`config.mk`:
```
export PLATFORM = sky130hd
export DESIGN_NAME = aeo_encoder_out
export DESIGN_NICKNAME = d
export VERILOG_FILES = /design/src/rtl/aeo_pkg.sv /design/src/rtl/aeo_encoder_out.sv
export SDC_FILE = /design/constraint.sdc
export NUM_CORES = 1
export LEC_CHECK = 0
export ABC_AREA = 1
export ABC_CLOCK_PERIOD_IN_PS = 5920
export BUFFER_PORTS_ARGS = -buffer_cell sky130_fd_sc_hd__buf_4
export CAP_MARGIN = 20
export CORE_MARGIN = 1.5
export CORE_UTILIZATION = 56
export CTS_BUF_LIST = sky130_fd_sc_hd__clkbuf_16
export DETAILED_ROUTE_END_ITERATION = 7
export GPL_ROUTABILITY_DRIVEN = 0
export HOLD_SLACK_MARGIN = 0.15
export PLACE_DENSITY = 0.78
export SLEW_MARGIN = 20
export SYNTH_ARGS = -nofsm -noshare
export SYNTH_HDL_FRONTEND = slang
export SYNTH_SLANG_ARGS = --single-unit
export TNS_END_PERCENT = 1
```
`constraint.sdc`:
```
create_clock -name clk -period 5.92 [get_ports clk]
set_input_delay 1.48 -clock clk [delete_from_list [all_inputs] [get_ports clk]]
set_output_delay 1.48 -clock clk [all_outputs]
set_load 0.01 [all_outputs]
```
`src/rtl/aeo_pkg.sv`:
```
`default_nettype none
package aeo_pkg;
   // Register indices; byte address on the bus is four times the index
   localparam logic [5:0] CFG_IDX = 6'h19;
   localparam logic [5:0] AUX_IDX = 6'h1A;
   localparam logic [5:0] PROT_IDX = 6'h1B;
   localparam logic [5:0] CTRL_IDX = 6'h1E;
   localparam logic [5:0] HANG_IDX = 6'h20;
   localparam logic [5:0] WARN_IDX = 6'h26;
   localparam logic [5:0] STA_IDX = 6'h27;
   localparam logic [5:0] TURNS_IDX = 6'h28;

   // Field positions
   localparam int RES_LSB = 0;
   localparam int IDXW_LSB = 4;
   localparam int INV_BIT = 6;
   localparam int UVW_BIT = 7;
   localparam int RO_BIT = 8;
   localparam int ROUTE_BIT = 12;
   localparam int SLEW_LSB = 0;
   localparam int HYST_LSB = 8;
   localparam int T45_BIT = 14;
   localparam int LOCK_BIT = 0;
   localparam int SLDIS_BIT = 3;
   localparam int TW_BIT = 0;
   localparam int SRW_BIT = 1;

   // Reset values
   localparam logic [15:0] CFG_RST = 16'h0003;
   localparam logic [15:0] AUX_RST = 16'h0000;
   localparam logic [15:0] PROT_RST = 16'h0000;
   localparam logic [7:0] TURNS_RST_CMD = 8'h01;

   // Angle and resolution
   localparam int ANG_W = 14;
   localparam logic [3:0] RES_MIN = 4'h3;
   localparam logic [3:0] RES_MAX = 4'hE;

   // Turns counter limits
   localparam logic signed [11:0] T45_HI = 12'sd2047;
   localparam logic signed [11:0] T45_LO = 12'sh800;
   localparam logic signed [11:0] T180_HI = 12'sd511;
   localparam logic signed [11:0] T180_LO = -12'sd512;

   // Timing: slew interval unit, rounded up to whole cycles
   localparam int CLK_NS = 8;
   localparam int SLEW_TICK_NS = 100;
   localparam int SLEW_TICK_CYC = (SLEW_TICK_NS + CLK_NS - 1) / CLK_NS;

   typedef struct packed {
      logic route;
      logic [5:0] hyst;
      logic t45;
      logic [7:0] slew;
      logic ro;
      logic commutation_outputs;
      logic inv;
      logic [1:0] idxw;
      logic [3:0] res;
   } aeo_cfg_t;
endpackage
`default_nettype wire

```
`src/rtl/aeo_encoder_out.sv`:
```
// Local design decisions: register access over Avalon-MM and the register offsets.
`default_nettype none
module aeo_encoder_out
   import aeo_pkg::*;
(
   input wire logic clk,
   input wire logic rst,
   input wire logic ce,
   input wire logic [7:0] avs_address,
   input wire logic avs_read,
   input wire logic avs_write,
   input wire logic [31:0] avs_writedata,
   output logic [31:0] avs_readdata,
   output logic avs_waitrequest,
   input wire logic ang_valid,
   input wire logic [ANG_W-1:0] ang_value,
   input wire logic self_test_done,
   input wire logic zcd_valid,
   input wire logic [2:0] zcd_octant,
   input wire logic sl_write,
   input wire logic [5:0] sl_index,
   input wire logic [15:0] sl_data,
   output logic quad_a,
   output logic quad_b,
   output logic quad_index,
   output logic comm_u,
   output logic comm_v,
   output logic comm_w
);

   function automatic logic [ANG_W-1:0] neg14(input logic [ANG_W-1:0] x);
      return ANG_W'(0) - x;
   endfunction

   // ---------------- Register bus ----------------
   logic ack_q;
   logic [31:0] rdata_q;
   logic [15:0] cfg_q, aux_q, prot_q;
   logic [15:0] cfg_d, aux_d, prot_d;
   aeo_cfg_t cfg;
   wire bus_req = avs_read | avs_write;
   wire bus_wr = avs_write & ack_q & ce;
   wire [5:0] bus_idx = avs_address[7:2];
   // Bus wins a same-cycle clash; the supply-line write is dropped
   wire sl_ok = sl_write & ~prot_q[SLDIS_BIT] & ce & ~bus_wr;
   wire wr_en = bus_wr | sl_ok;
   wire [5:0] wr_idx = bus_wr ? bus_idx : sl_index;
   wire [15:0] wr_data = bus_wr ? avs_writedata[15:0] : sl_data;
   wire nv_ok = ~prot_q[LOCK_BIT];
   wire cfg_we = wr_en & nv_ok & (wr_idx == CFG_IDX);
   wire aux_we = wr_en & nv_ok & (wr_idx == AUX_IDX);
   wire prot_we = wr_en & nv_ok & (wr_idx == PROT_IDX);
   wire turns_rst = wr_en & (wr_idx == CTRL_IDX) & (wr_data[7:0] == TURNS_RST_CMD);
   wire srw_clr = bus_wr & (bus_idx == WARN_IDX) & avs_writedata[SRW_BIT];

   // A frozen clock enable keeps the master waiting, so no write is lost
   assign avs_waitrequest = bus_req & ~(ack_q & ce);
   assign avs_readdata = rdata_q;
   assign cfg_d = cfg_we ? wr_data : cfg_q;
   assign aux_d = aux_we ? wr_data : aux_q;
   // Lock is sticky until reset so it cannot be undone by either path
   assign prot_d = prot_we ? (wr_data | (prot_q & 16'h0001)) : prot_q;

   assign cfg.res = cfg_q[RES_LSB +: 4];
   assign cfg.idxw = cfg_q[IDXW_LSB +: 2];
   assign cfg.inv = cfg_q[INV_BIT];
   assign cfg.commutation_outputs = cfg_q[UVW_BIT];
   assign cfg.ro = cfg_q[RO_BIT];
   assign cfg.route = cfg_q[ROUTE_BIT];
   assign cfg.slew = aux_q[SLEW_LSB +: 8];
   assign cfg.hyst = aux_q[HYST_LSB +: 6];
   assign cfg.t45 = aux_q[T45_BIT];

   always_ff @(posedge clk or posedge rst) begin
      if (rst) begin
         ack_q <= 1'b0;
         cfg_q <= CFG_RST;
         aux_q <= AUX_RST;
         prot_q <= PROT_RST;
      end else if (ce) begin
         ack_q <= bus_req & ~ack_q;
         cfg_q <= cfg_d;
         aux_q <= aux_d;
         prot_q <= prot_d;
      end
   end

   // ---------------- Hysteresis ----------------
   logic [ANG_W-1:0] hout_q, raw_q;
   logic head_q, armed_q;
   // Rotation order reverses the sensed direction
   wire [ANG_W-1:0] ang_in = cfg.ro ? neg14(ang_value) : ang_value;
   wire [ANG_W-1:0] hdiff = ang_in - hout_q;
   wire hneg = hdiff[ANG_W-1];
   wire [ANG_W-1:0] hmag = hneg ? neg14(hdiff) : hdiff;
   wire h_fwd = (hdiff != '0) & (head_q ? hneg : ~hneg);
   wire h_back = (head_q ? ~hneg : hneg) & (hmag > {8'h00, cfg.hyst});
   wire [ANG_W-1:0] eff = cfg.route ? hout_q : raw_q;

   always_ff @(posedge clk or posedge rst) begin
      if (rst) begin
         hout_q <= '0;
         raw_q <= '0;
         head_q <= 1'b0;
         armed_q <= 1'b0;
      end else if (ce) begin
         if (self_test_done) begin
            head_q <= 1'b0;
            armed_q <= 1'b0;
         end else if (ang_valid) begin
            raw_q <= ang_in;
            armed_q <= 1'b1;
            // First sample places the window behind the angle
            if (!armed_q || h_fwd) begin
               hout_q <= ang_in;
            end else if (h_back) begin
               hout_q <= ang_in;
               head_q <= ~head_q;
            end
         end
      end
   end

   // ---------------- Quadrature with slew limiter ----------------
   logic [ANG_W-1:0] pos_q;
   logic [11:0] tmr_q;
   logic srw_q;
   wire res_ok = (cfg.res >= RES_MIN) & (cfg.res <= RES_MAX);
   wire [3:0] sh = cfg.res - 4'h2;
   wire [ANG_W-1:0] step_lsb = ANG_W'(1) << sh;
   wire [ANG_W-1:0] qmask = ~(step_lsb - ANG_W'(1));
   wire [ANG_W-1:0] tgt = eff & qmask;
   wire [ANG_W-1:0] posm = pos_q & qmask;
   wire [ANG_W-1:0] qd = tgt - posm;
   wire pend = res_ok & (qd != '0);
   wire one_step = (qd == step_lsb) | (qd == neg14(step_lsb));
   wire sl_nz = cfg.slew != 8'h00;
   wire can_step = tmr_q == 12'h000;
   wire delayed = sl_nz & pend & (~one_step | ~can_step);
   wire [ANG_W-1:0] qidx = posm >> sh;
   // Gray sequence 00,01,11,10 from the state count
   wire qa = qidx[1];
   wire qb = qidx[1] ^ qidx[0];
   wire [2:0] idx_states = {1'b0, cfg.idxw} + 3'd1;
   // High over the first states after zero: rise on up, fall on down
   wire qi = posm < (ANG_W'(idx_states) << sh);
   wire [11:0] tmr_load = 12'(cfg.slew * SLEW_TICK_CYC);

   always_ff @(posedge clk or posedge rst) begin
      if (rst) begin
         pos_q <= '0;
         tmr_q <= '0;
         srw_q <= 1'b0;
      end else if (ce) begin
         srw_q <= delayed | (srw_q & ~srw_clr);
         if (!sl_nz) begin
            if (res_ok) pos_q <= tgt;
            tmr_q <= '0;
         end else if (pend && can_step) begin
            pos_q <= qd[ANG_W-1] ? posm - step_lsb : posm + step_lsb;
            tmr_q <= tmr_load;
         end else if (!can_step) begin
            tmr_q <= tmr_q - 12'h001;
         end
      end
   end

   // ---------------- Commutation ----------------
   wire [4:0] pole_pairs = {1'b0, cfg.res} + 5'd1;
   wire [18:0] elec_full = eff * pole_pairs;
   wire [ANG_W-1:0] elec = elec_full[ANG_W-1:0];
   wire [16:0] sect_full = elec * 3'd6;
   wire [2:0] sect = sect_full[16:14];
   wire cu = sect <= 3'd2;
   wire cv = (sect >= 3'd2) & (sect <= 3'd4);
   wire cw = (sect >= 3'd4) | (sect == 3'd0);

   // ---------------- Turns counter ----------------
   logic [2:0] oct_q;
   logic tarm_q, tw_q;
   logic signed [11:0] cnt_q, cnt_d;
   wire t_up = zcd_valid & tarm_q & (zcd_octant == oct_q + 3'd1)
      & (cfg.t45 | (zcd_octant[1:0] == 2'b00));
   wire t_dn = zcd_valid & tarm_q & (zcd_octant == oct_q - 3'd1)
      & (cfg.t45 | (oct_q[1:0] == 2'b00));
   wire signed [11:0] t_hi = cfg.t45 ? T45_HI : T180_HI;
   wire signed [11:0] t_lo = cfg.t45 ? T45_LO : T180_LO;
   wire sat_up = t_up & (cnt_q >= t_hi);
   wire sat_dn = t_dn & (cnt_q <= t_lo);

   assign cnt_d = turns_rst ? 12'sd0 :
      (sat_up | sat_dn) ? cnt_q :
      t_up ? cnt_q + 12'sd1 :
      t_dn ? cnt_q - 12'sd1 : cnt_q;

   always_ff @(posedge clk or posedge rst) begin
      if (rst) begin
         oct_q <= '0;
         tarm_q <= 1'b0;
         tw_q <= 1'b0;
         cnt_q <= '0;
      end else if (ce) begin
         if (zcd_valid) oct_q <= zcd_octant;
         if (zcd_valid) tarm_q <= 1'b1;
         // A saturation in the clearing cycle keeps the flag set
         tw_q <= sat_up | sat_dn | (tw_q & ~turns_rst);
         cnt_q <= cnt_d;
      end
   end

   // ---------------- Outputs and readback ----------------
   logic qa_q, qb_q, qi_q, u_q, v_q, w_q;
   wire [15:0] rd_mux =
      (bus_idx == CFG_IDX) ? cfg_q :
      (bus_idx == AUX_IDX) ? aux_q :
      (bus_idx == PROT_IDX) ? prot_q :
      (bus_idx == HANG_IDX) ? {4'h0, hout_q[ANG_W-1:2]} :
      (bus_idx == WARN_IDX) ? {14'h0000, srw_q, tw_q} :
      (bus_idx == STA_IDX) ? {15'h0000, head_q} :
      (bus_idx == TURNS_IDX) ? {4'h0, cnt_q} : 16'h0000;

   always_ff @(posedge clk or posedge rst) begin
      if (rst) begin
         rdata_q <= '0;
         {qa_q, qb_q, qi_q, u_q, v_q, w_q} <= '0;
      end else if (ce) begin
         if (avs_read && !ack_q) rdata_q <= {16'h0000, rd_mux};
         // Inversion after the mode gate, so idle pins also invert
         {qa_q, qb_q, qi_q} <= ({3{~cfg.commutation_outputs}} & {qa, qb, qi}) ^ {3{cfg.inv}};
         {u_q, v_q, w_q} <= ({3{cfg.commutation_outputs}} & {cu, cv, cw}) ^ {3{cfg.inv}};
      end
   end

   // Pins straight from flops, no gate after the last register
   assign quad_a = qa_q;
   assign quad_b = qb_q;
   assign quad_index = qi_q;
   assign comm_u = u_q;
   assign comm_v = v_q;
   assign comm_w = w_q;
endmodule // aeo_encoder_out
`default_nettype wire

```
==> results of run 1 <==
==> through the flow <==
| stage | setup TNS, ns | total power, mW | std cells | area [µm²] | hold slack, ns |
|---|---|---|---|---|---|
| 2_1_floorplan | 0 | 6.785 | 2410 | 15860 | 0.4344 |
| 3_3_place_gp | -3.296 | 8.933 | 2986 | 18000 | 0.4517 |
| 3_5_place_dp | -7.806 | 9.212 | 2987 | 18010 | 0.4511 |
| 4_1_cts | 0 | 10.52 | 3020 | 18720 | 0.4744 |
| 5_1_grt | -1.576 | 12.30 | 3040 | 19440 | 0.4866 |
| 6_report | 0 | 11.27 | 3040 | 19440 | 0.4730 |
==> synthesized netlist by cell type, types with 6 or more instances <==
cell	instances
a21oi_1	85
xor2_1	56
ha_1	137
inv_1	371
nand2_1	664
dfrtp_1	143
fa_1	38
a21o_1	6
o21ai_2	8
buf_2	6
o21ai_1	8
o21bai_1	7
nand3b_1	9
buf_4	18
a2111oi_0	8
buf_6	6
nor2_1	216
nor4_1	7
nand2_2	21
or2_2	19
nor2_2	9
xnor2_1	20
o21ai_0	183
o31ai_1	6
o22ai_1	21
clkbuf_1	46
nor3_1	22
o211ai_1	6
nand4_1	42
nand3_1	141
==> timing repair <==
action	in CTS	in global routing
setup buffers	1	20
endpoints found under the setup margin	18	25
resized for setup	21	151
pin swaps	2	63
==> worst paths after layout <==
| path | startpoint | to | slack, ns | cells after the start |
|---|---|---|---|---|
| setup / recovery | cfg_q[1] | comm_v | 0.22 | 34 |
| hold / removal | tarm_q | tarm_q | 0.47 | 2 |
| setup reg to reg | cfg_q[1] | comm_v | 0.22 | 34 |
| hold reg to reg | tarm_q | tarm_q | 0.47 | 2 |
| max in group asynchronous | rst | cfg_q[12] | 3.74 | 3 |
| min in group asynchronous | rst | pos_q[8] | 1.12 | 2 |
==> state kept, by name, summed over array words and instances, names as in the netlist, 3 cells and up <==
name          flops
aux_q            16
hout_q           14
avs_readdata     16
prot_q           16
oct_q             3
tmr_q            12
cnt_q            12
raw_q            14
pos_q            14
cfg_q            16
==> power by group <==
group	total, mW	internal [mW]	switching (mW)
sequential	1.50	1.25	0.246
clock	1.16	0.644	0.515
combinational	8.61	3.47	5.14
==> critical path, delay by kind of cell (launching register included) <==
kind | cells | cell delay, ns
fa+ha+maj | 6 | 2.26
xor+xnor | 1 | 0.21
compound gates | 5 | 0.58
simple gates | 14 | 1.23
buf+inv | 8 | 0.74
flops | 1 | 0.56
==> layer usage <==
layer,up-vias,GRT usage (%),routed length [µm]
li1,8164,-,-
met1,7997,42.74,20170
met2,768,55.60,22840
met3,141,5.505,3827
met4,0,15.45,2106
met5,-,0,0
==> cell families (layout without fill, tap and decap cells) <==
family | Yosys count | count (layout) | synth area share, %
other cells | 1 | 16 | 0.02378
flops | 145 | 145 | 23.02
buf+inv | 453 | 705 | 11.57
xor+xnor | 77 | 77 | 4.323
simple gates | 1169 | 1169 | 31.76
compound gates | 370 | 370 | 13.27
fa+ha+maj | 175 | 175 | 15.69
mux | 5 | 5 | 0.3332
==> area by class of cell <==
cell class,instances,share of cell area (%)
multi-input combinational,1812,56.71
sequential,145,18.68
timing repair buffer,297,11.73
inverter,376,7.311
tap,378,2.433
clock buffer,17,2.188
clock inverter,15,0.9524
==> results.sh, run 1 <==
export IMPL_antennaDiodeCount=0
export IMPL_grt_pass1_wl_um=77780
export IMPL_design_core_area_um2=27780
export IMPL_grt_start_max_net_pins=72
export IMPL_drive_gt1_share_pct=20.44
export IMPL_startpoint_type="register"
export IMPL_finalHoldViolations=0
export IMPL_yosys_warnings=0
export IMPL_hpwl_um=37450
export IMPL_worst_setup_path_end_kind="register"
export IMPL_nFillCells=2308
export IMPL_gr_usage_all_layers_pct=33.48
export IMPL_antenna_found_initial=0
export IMPL_clk_pin_slew_ns=0.07
export IMPL_clock_sinks=145
export IMPL_synthFlopType="dfrtp_1"
export IMPL_postRouteAntennaNets=0
export IMPL_cts_root_buf="clkbuf_16"
export IMPL_fin_worst_skew_ns=0.01780
export IMPL_dp_slack_ns=-0.5087
export IMPL_async_flop_share_pct=100.0
export IMPL_routed_wl_um=48940
export IMPL_hp_class="reg2reg"
export IMPL_area_delta_synth_final_pct=23.27
export IMPL_ys_seq_area_share_pct=23.02
export IMPL_die_w_um=170.8
export IMPL_io_buffers=92
export IMPL_cp_common_cell="nand2_1"
export IMPL_netlist_instances=2395
export IMPL_dr_pass1_iters=6
export IMPL_crit_slowest_cell="dfstp_2"
export IMPL_drt_wirelength_per_cell_um=16.10
export IMPL_period_needed_ns=5.695
export IMPL_grt_overflow_total=0
export IMPL_arrival_ns=6.02
export IMPL_max_freq_mhz=175.6
export IMPL_clock_latency_ns=0.45
export IMPL_rsz0062_at_grt="true"
export IMPL_setup_viol=0
export IMPL_cts_path_max_buffers=2
export IMPL_dr_total_vias=17070
export IMPL_htreeDepth=4
export IMPL_numCtsBuffers=17
export IMPL_io_pins=127
export IMPL_cts_tree="built"
export IMPL_synth_edff_count=0
export IMPL_ir_drop_uv=289.8
export IMPL_yosys_area_top_type_share_pct=22.69
export IMPL_worstMarginPinSlew_ns=1.276
export IMPL_fin_util_pct=69.98
export IMPL_first_global_vias=16155
export IMPL_syn_avg_cell_area_um2=6.586
export IMPL_row_count=61
export IMPL_synth_seq_cells=145
export IMPL_start_util_pct=56.77
export IMPL_outcome="complete, no violations"
export IMPL_post_route_period_util_pct=96.20
export IMPL_layout_common_cells="nand2_1, inv_1, buf_4, nor2_1, o21ai_0"
export IMPL_setup_slack_ns=0.2249
export IMPL_register_area_um2=3632
export IMPL_dieArea_um2=29180
export IMPL_drc_errors=0
export IMPL_required_ns=6.25
export IMPL_syn_area_um2=15770
export IMPL_leakagePower_nw=10.41
export IMPL_layout_commonest_cell="nand2_1"
export IMPL_slowest_delay_ns=0.56
export IMPL_drtIter0Drc=1744
export IMPL_synthTopCellsByArea="dfrtp_1, nand2_1, ha_1, inv_1, o21ai_0"
export IMPL_drv_slew=0
export IMPL_multi_input_area_um2=11030
export IMPL_finalNetCount=2912
export IMPL_power_density_nw_per_um2=579.5
export IMPL_critPathKind="reg2reg"
export IMPL_viasPerCell=5.615
export IMPL_cts_hold_buf=0
export IMPL_maxCapViolations=0
export IMPL_max_slew_margin_pct=14.06
export IMPL_synth_distinct_cells=57
export IMPL_die_height_um=170.8
export IMPL_crit_fanout=7
export IMPL_netlist_top_cell_by_area="dfrtp_1"
Power figures use the tool's default switching activity.
==> run 2, diff against run 1 <==
--- a/config.mk
+++ b/config.mk
@@ -9,7 +9,6 @@
 export ABC_CLOCK_PERIOD_IN_PS = 5920
 export BUFFER_PORTS_ARGS = -buffer_cell sky130_fd_sc_hd__buf_4
 export CAP_MARGIN = 20
-export CORE_MARGIN = 1.5
 export CORE_UTILIZATION = 56
 export CTS_BUF_LIST = sky130_fd_sc_hd__clkbuf_16
 export DETAILED_ROUTE_END_ITERATION = 7
==> run 2 against run 1 <==
Effect of this change:
- clock skew down 0.0015 ns
- register-to-register slack worse by 0.02 ns
- critical path depth up 4
- largest power group unchanged
- first-iteration DRC count up 0.92%
==> results.sh, run 2 (synthesis gave the netlist of run 1 again) <==
export IMPL_cts_tree="built"
export IMPL_ir_drop_uv=365.7
export IMPL_cts_root_buf="clkbuf_16"
export IMPL_startpoint_type="input pin"
export IMPL_area_delta_synth_final_pct=23.50
export IMPL_leakagePower_nw=10.40
export IMPL_switching_power_mw=5.921
export IMPL_place_inst=2992
export IMPL_dr_total_vias=17046
export IMPL_fin_worst_skew_ns=0.01633
export IMPL_grt_start_max_net_pins=58
export IMPL_critPathTopFamily="simple AND/OR/NAND/NOR gates"
export IMPL_r2r_setup_slack_ns=0.20
export IMPL_r2r_start="cfg_q[1]"
export IMPL_finalNetCount=2915
export IMPL_pwr_share_comb_pct=76.8
export IMPL_antennaDiodeCount=0
export IMPL_crit_fanout=8
export IMPL_rsz0062_at_grt="true"
export IMPL_postRouteAntennaNets=0
export IMPL_finalHoldViolations=0
export IMPL_setup_viol=0
export IMPL_drt_wirelength_per_cell_um=16.13
export IMPL_dr_pass1_iters=6
export IMPL_io_pins=127
export IMPL_routed_wl_um=49060
export IMPL_max_freq_mhz=174.0
export IMPL_path_buf_inv=10
export IMPL_start_util_pct=56.77
export IMPL_die_height_um=169.8
export IMPL_max_slew_margin_pct=27.02
export IMPL_slowest_delay_ns=0.31
export IMPL_io_buffers=92
export IMPL_nFillCells=2254
export IMPL_clk_pin_slew_ns=0.06
export IMPL_worst_r2r_cell_count=33
export IMPL_drive_gt1_share_pct=21.17
export IMPL_outcome="complete, no violations"
export IMPL_p_int_mw=5.457
export IMPL_die_w_um=169.8
export IMPL_grt_overflow_total=0
export IMPL_crit_path_start="ang_value[0]"
export IMPL_design_core_area_um2=27780
export IMPL_layout_commonest_cell="nand2_1"
export IMPL_hpwl_um=37370
export IMPL_crit_cells=38
export IMPL_required_ns=6.24
export IMPL_antenna_found_initial=0
export IMPL_r2r_end="comm_v"
export IMPL_hp_class="reg2reg"
export IMPL_post_route_period_util_pct=97.07
export IMPL_grt_pass1_wl_um=76360
export IMPL_dieArea_um2=28840
export IMPL_layout_common_cells="nand2_1, inv_1, buf_4, nor2_1, o21ai_0"
export IMPL_worstMarginPinSlew_ns=1.092
export IMPL_drtIter0Drc=1760
export IMPL_power_density_nw_per_um2=584.1
export IMPL_drv_slew=0
export IMPL_drc_errors=0
export IMPL_cp_endpoint="hout_q[7]"
export IMPL_viasPerCell=5.604
export IMPL_cts_path_max_buffers=2
export IMPL_pwr_share_clk_pct=10.0
export IMPL_gr_usage_all_layers_pct=33.35
export IMPL_placed_area_um2=18040
export IMPL_htreeDepth=4
export IMPL_worst_setup_path_end_kind="register"
export IMPL_final_cells=3042
export IMPL_maxCapViolations=0
export IMPL_p_sw_share_pct=52.04
export IMPL_clock_latency_ns=0.44
export IMPL_fin_area_um2=19480
export IMPL_pwr_share_seq_pct=13.2
export IMPL_numCtsBuffers=17
export IMPL_clock_sinks=145
export IMPL_crit_slowest_cell="ha_1"
export IMPL_first_global_vias=15806
export IMPL_critPathKind="in2reg"
export IMPL_arrival_ns=6.06
export IMPL_row_count=61
export IMPL_cts_hold_buf=0
export IMPL_period_needed_ns=5.746
## run 2: cell count changes in the layout (fill, tap and decap cells not counted), moves of 3 or more
cell / delta
o21ai_1: -3
clkinvlp_4: +3
nor2_2: +12
inv_6: -3
nor2_4: -4
inv_8: -5
o21ai_0: +5
nor2_1: -8
buf_6: +4
inv_1: -8
inv_2: +7
## run 2: repair_timing
item,in CTS,in global routing
buffers inserted,0,19
cloned,0,0
gates resized for setup,17,174
pin swaps,1,81
endpoints found under the setup margin,21,26
## run 2: how the worst min path moves through the flow
stage / cells past startpoint / slack (ns) / end / startpoint
finish: 2 / 0.47 / hout_q[3] / hout_q[3]
floorplan: 2 / 0.43 / tarm_q / tarm_q
global placement: 2 / 0.45 / tarm_q / tarm_q
global route: 2 / 0.50 / hout_q[10] / hout_q[10]
CTS: 2 / 0.47 / hout_q[8] / hout_q[8]
detailed placement: 2 / 0.46 / hout_q[4] / hout_q[4]
## run 2: area by class of cell
| class | count | area (µm²) | share of cell area, % |
|---|---|---|---|
| timing repair buffer | 300 | 2317 | 11.90 |
| inverter | 376 | 1426 | 7.322 |
| clock buffer | 17 | 425.4 | 2.184 |
| multi-input combinational | 1812 | 11040 | 56.68 |
| clock inverter | 14 | 165.2 | 0.8478 |
| tap | 378 | 473.0 | 2.428 |
| sequential | 145 | 3631 | 18.64 |
## run 2: per-stage QoR
stage | setup slack (ns) | setup TNS, ns | hold slack (ns) | utilization [%] | power (mW)
after floorplan | 0.01040 | 0 | 0.4344 | - | 6.785
after global placement | -0.2363 | -3.357 | 0.4513 | 64.91 | 8.978
after detailed placement | -0.4698 | -7.076 | 0.4581 | 64.93 | 9.268
after CTS | 0.0005298 | 0 | 0.4731 | 67.26 | 10.49
after global routing | -0.1201 | -1.004 | 0.4957 | 70.12 | 12.32
final | 0.1736 | 0 | 0.4744 | 70.12 | 11.38
## run 2: power by group through the flow
stage / clock network, mW / registers [mW] / logic (mW)
global route: 1.17 / 1.52 / 9.62
global placement: 0 / 1.49 / 7.49
finish: 1.14 / 1.50 / 8.74
floorplan: 0 / 1.42 / 5.36
detailed placement: 0 / 1.50 / 7.77
CTS: 1.12 / 1.49 / 7.88
## run 2: worst min-delay path, stage by stage, from the launching register on
cell,delay (ns)
dfrtp_1,0.34
nand2_1,0.05
nand2_1,0.05
## run 2: per-layer routing
layer | GRT usage (%) | part of all wire, %
met5 | 0 | 0
met4 | 13.98 | 3.9
met3 | 4.977 | 7.9
met2 | 55.61 | 47
met1 | 43.11 | 41
==> run 3, diff against run 2 <==
--- a/config.mk
+++ b/config.mk
@@ -10,9 +10,9 @@
 export BUFFER_PORTS_ARGS = -buffer_cell sky130_fd_sc_hd__buf_4
 export CAP_MARGIN = 20
 export CORE_UTILIZATION = 56
-export CTS_BUF_LIST = sky130_fd_sc_hd__clkbuf_16
 export DETAILED_ROUTE_END_ITERATION = 7
 export GPL_ROUTABILITY_DRIVEN = 0
+export GPL_TIMING_DRIVEN = 0
 export HOLD_SLACK_MARGIN = 0.15
 export PLACE_DENSITY = 0.78
 export SLEW_MARGIN = 20
==> run 3 against run 2 <==
Effect of this change:
- the flow now finishes with violations (DRC, setup timing)
- die area stayed put
- global-route usage increased by 1.4 points
- core utilization up 1.1 points
- worst setup slack got worse by 0.20 ns
- clock power is essentially flat
- critical path type is now reg2reg
- highest routed layer unchanged
==> results.sh, run 3 (synthesis gave the netlist of run 1 again) <==
export IMPL_outcome="complete, but fails checks"
export IMPL_violations="DRC, setup timing"
export IMPL_setup_viol=1
export IMPL_grt_pass1_wl_um=79130
export IMPL_grt_overflow_total=0
export IMPL_cts_tree="built"
export IMPL_io_buffers=92
export IMPL_period_needed_ns=5.945
export IMPL_finalHoldViolations=0
export IMPL_viasPerCell=5.848
export IMPL_finalNetCount=2875
export IMPL_numCtsBuffers=17
export IMPL_antennaDiodeCount=0
export IMPL_drtIter0Drc=2103
export IMPL_dr_total_vias=17557
export IMPL_dieArea_um2=28840
export IMPL_hp_class="reg2reg"
export IMPL_rsz0062_at_grt="true"
export IMPL_leakagePower_nw=10.30
export IMPL_final_cells=3002
export IMPL_die_w_um=169.8
export IMPL_clock_sinks=145
export IMPL_htreeDepth=4
export IMPL_ir_drop_uv=485.0
export IMPL_layout_commonest_cell="nand2_1"
export IMPL_routed_wl_um=53360
export IMPL_place_inst=2881
export IMPL_worstMarginPinSlew_ns=1.239
export IMPL_setup_slack_ns=-0.02526
export IMPL_power_density_nw_per_um2=621.2
export IMPL_path_buf_inv=9
export IMPL_drt_wirelength_per_cell_um=17.77
export IMPL_startpoint_type="register"
export IMPL_fin_worst_skew_ns=0.02765
export IMPL_critPathKind="reg2reg"
export IMPL_dr_pass1_iters=8
export IMPL_first_global_vias=15936
export IMPL_cts_path_max_buffers=2
export IMPL_critPathTopFamily="simple AND/OR/NAND/NOR gates"
export IMPL_dp_slack_ns=-1.443
export IMPL_layout_common_cells="nand2_1, inv_1, buf_4, nor2_1, o21ai_0"
export IMPL_clock_latency_ns=0.45
export IMPL_grt_start_max_net_pins=105
export IMPL_post_route_period_util_pct=100.4
export IMPL_cts_root_buf="clkbuf_16"
export IMPL_die_height_um=169.8
export IMPL_crit_slowest_cell="dfstp_2"
export IMPL_worst_setup_path_end_kind="register"
export IMPL_required_ns=6.24
export IMPL_crit_fanout=8
export IMPL_row_count=61
export IMPL_drc_errors=9
export IMPL_hpwl_um=38070
export IMPL_gr_usage_all_layers_pct=34.78
export IMPL_io_pins=127
export IMPL_area_delta_synth_final_pct=25.37
export IMPL_drv_slew=0
export IMPL_cts_hold_buf=0
export IMPL_fin_util_pct=71.18
export IMPL_cp_common_cell="nand2_1"
export IMPL_clk_pin_slew_ns=0.07
export IMPL_maxCapViolations=0
export IMPL_start_util_pct=56.77
export IMPL_max_freq_mhz=168.2
export IMPL_max_slew_margin_pct=16.51
export IMPL_antenna_found_initial=0
export IMPL_finalPower_mw=12.28
export IMPL_drive_gt1_share_pct=21.72
export IMPL_postRouteAntennaNets=0
export IMPL_arrival_ns=6.27
export IMPL_design_core_area_um2=27780
export IMPL_slowest_delay_ns=0.61
==> run 3: cell types whose count changed in the layout (fill, tap and decap cells not counted), sizes merged <==
| cell | delta |
|---|---|
| buf | -81 |
| clkbuf | +44 |
| clkinv | -3 |
| clkinvlp | +2 |
| bufinv | -1 |
| inv | -1 |
==> run 3: what timing repair did <==
action	CTS	global route
pin swaps	31	121
cloned	0	3
resized for setup	130	246
buffers inserted	37	53
endpoints found under the setup margin	35	26
==> run 3: power breakdown <==
part,internal [mW],switching (mW),total [mW]
clock network,0.646,0.495,1.14
logic,3.85,5.81,9.65
registers,1.25,0.236,1.49
total,5.74,6.54,12.3
==> run 3: area by class of cell <==
class                   instances  area, µm²
plain buffers                  74      513.0
clock buffers                  20      456.7
clock inverters                11      127.6
fillers                      2155       8008
inverters                     376       1454
multi-input cells            1812      11640
flip-flops and latches        145       3631
well taps                     378      473.0
repair buffers                186       1475
==> run 3: per-layer routing <==
| metal | part of all wire (%) | vias up | GRT usage [%] |
|---|---|---|---|
| li1 | - | 8098 | - |
| met3 | 9.3 | 274 | 5.256 |
| met1 | 38 | 8075 | 44.15 |
| met4 | 6.2 | 0 | 17.27 |
| met2 | 46 | 1110 | 57.64 |
| met5 | 0 | - | 0 |
==> run 3: metrics by stage <==
stage                     area, µm²  hold slack [ns]   TNS, ns
after floorplan               15860           0.4344         0
after global placement        17020           0.4491   -205.13
after detailed placement      17050           0.4551    -29.09
after CTS                     18330           0.4731  -0.03680
after global routing          19770           0.5020    -4.849
final                         19770           0.4661  -0.02526
==> run 3: final timing paths <==
kind | startpoint | endpoint | slack (ns) | cells past startpoint
max | cfg_q[1] | pos_q[11] | -0.03 | 38
min reg2reg | tarm_q | tarm_q | 0.47 | 2
max reg2reg | cfg_q[1] | pos_q[11] | -0.03 | 38
min | tarm_q | tarm_q | 0.47 | 2
max in group asynchronous | rst | cnt_q[7] | 4.04 | 3
min in group asynchronous | rst | pos_q[3] | 1.01 | 2
==> run 3: worst register-to-register path: cells and delay by family, from the launching register on <==
family / cells / cell delay (ns)
buf+inv: 9 / 1.04
fa+ha+maj: 3 / 1.05
xor+xnor: 1 / 0.18
simple gates: 18 / 1.90
flops: 1 / 0.61
compound gates: 7 / 1.08
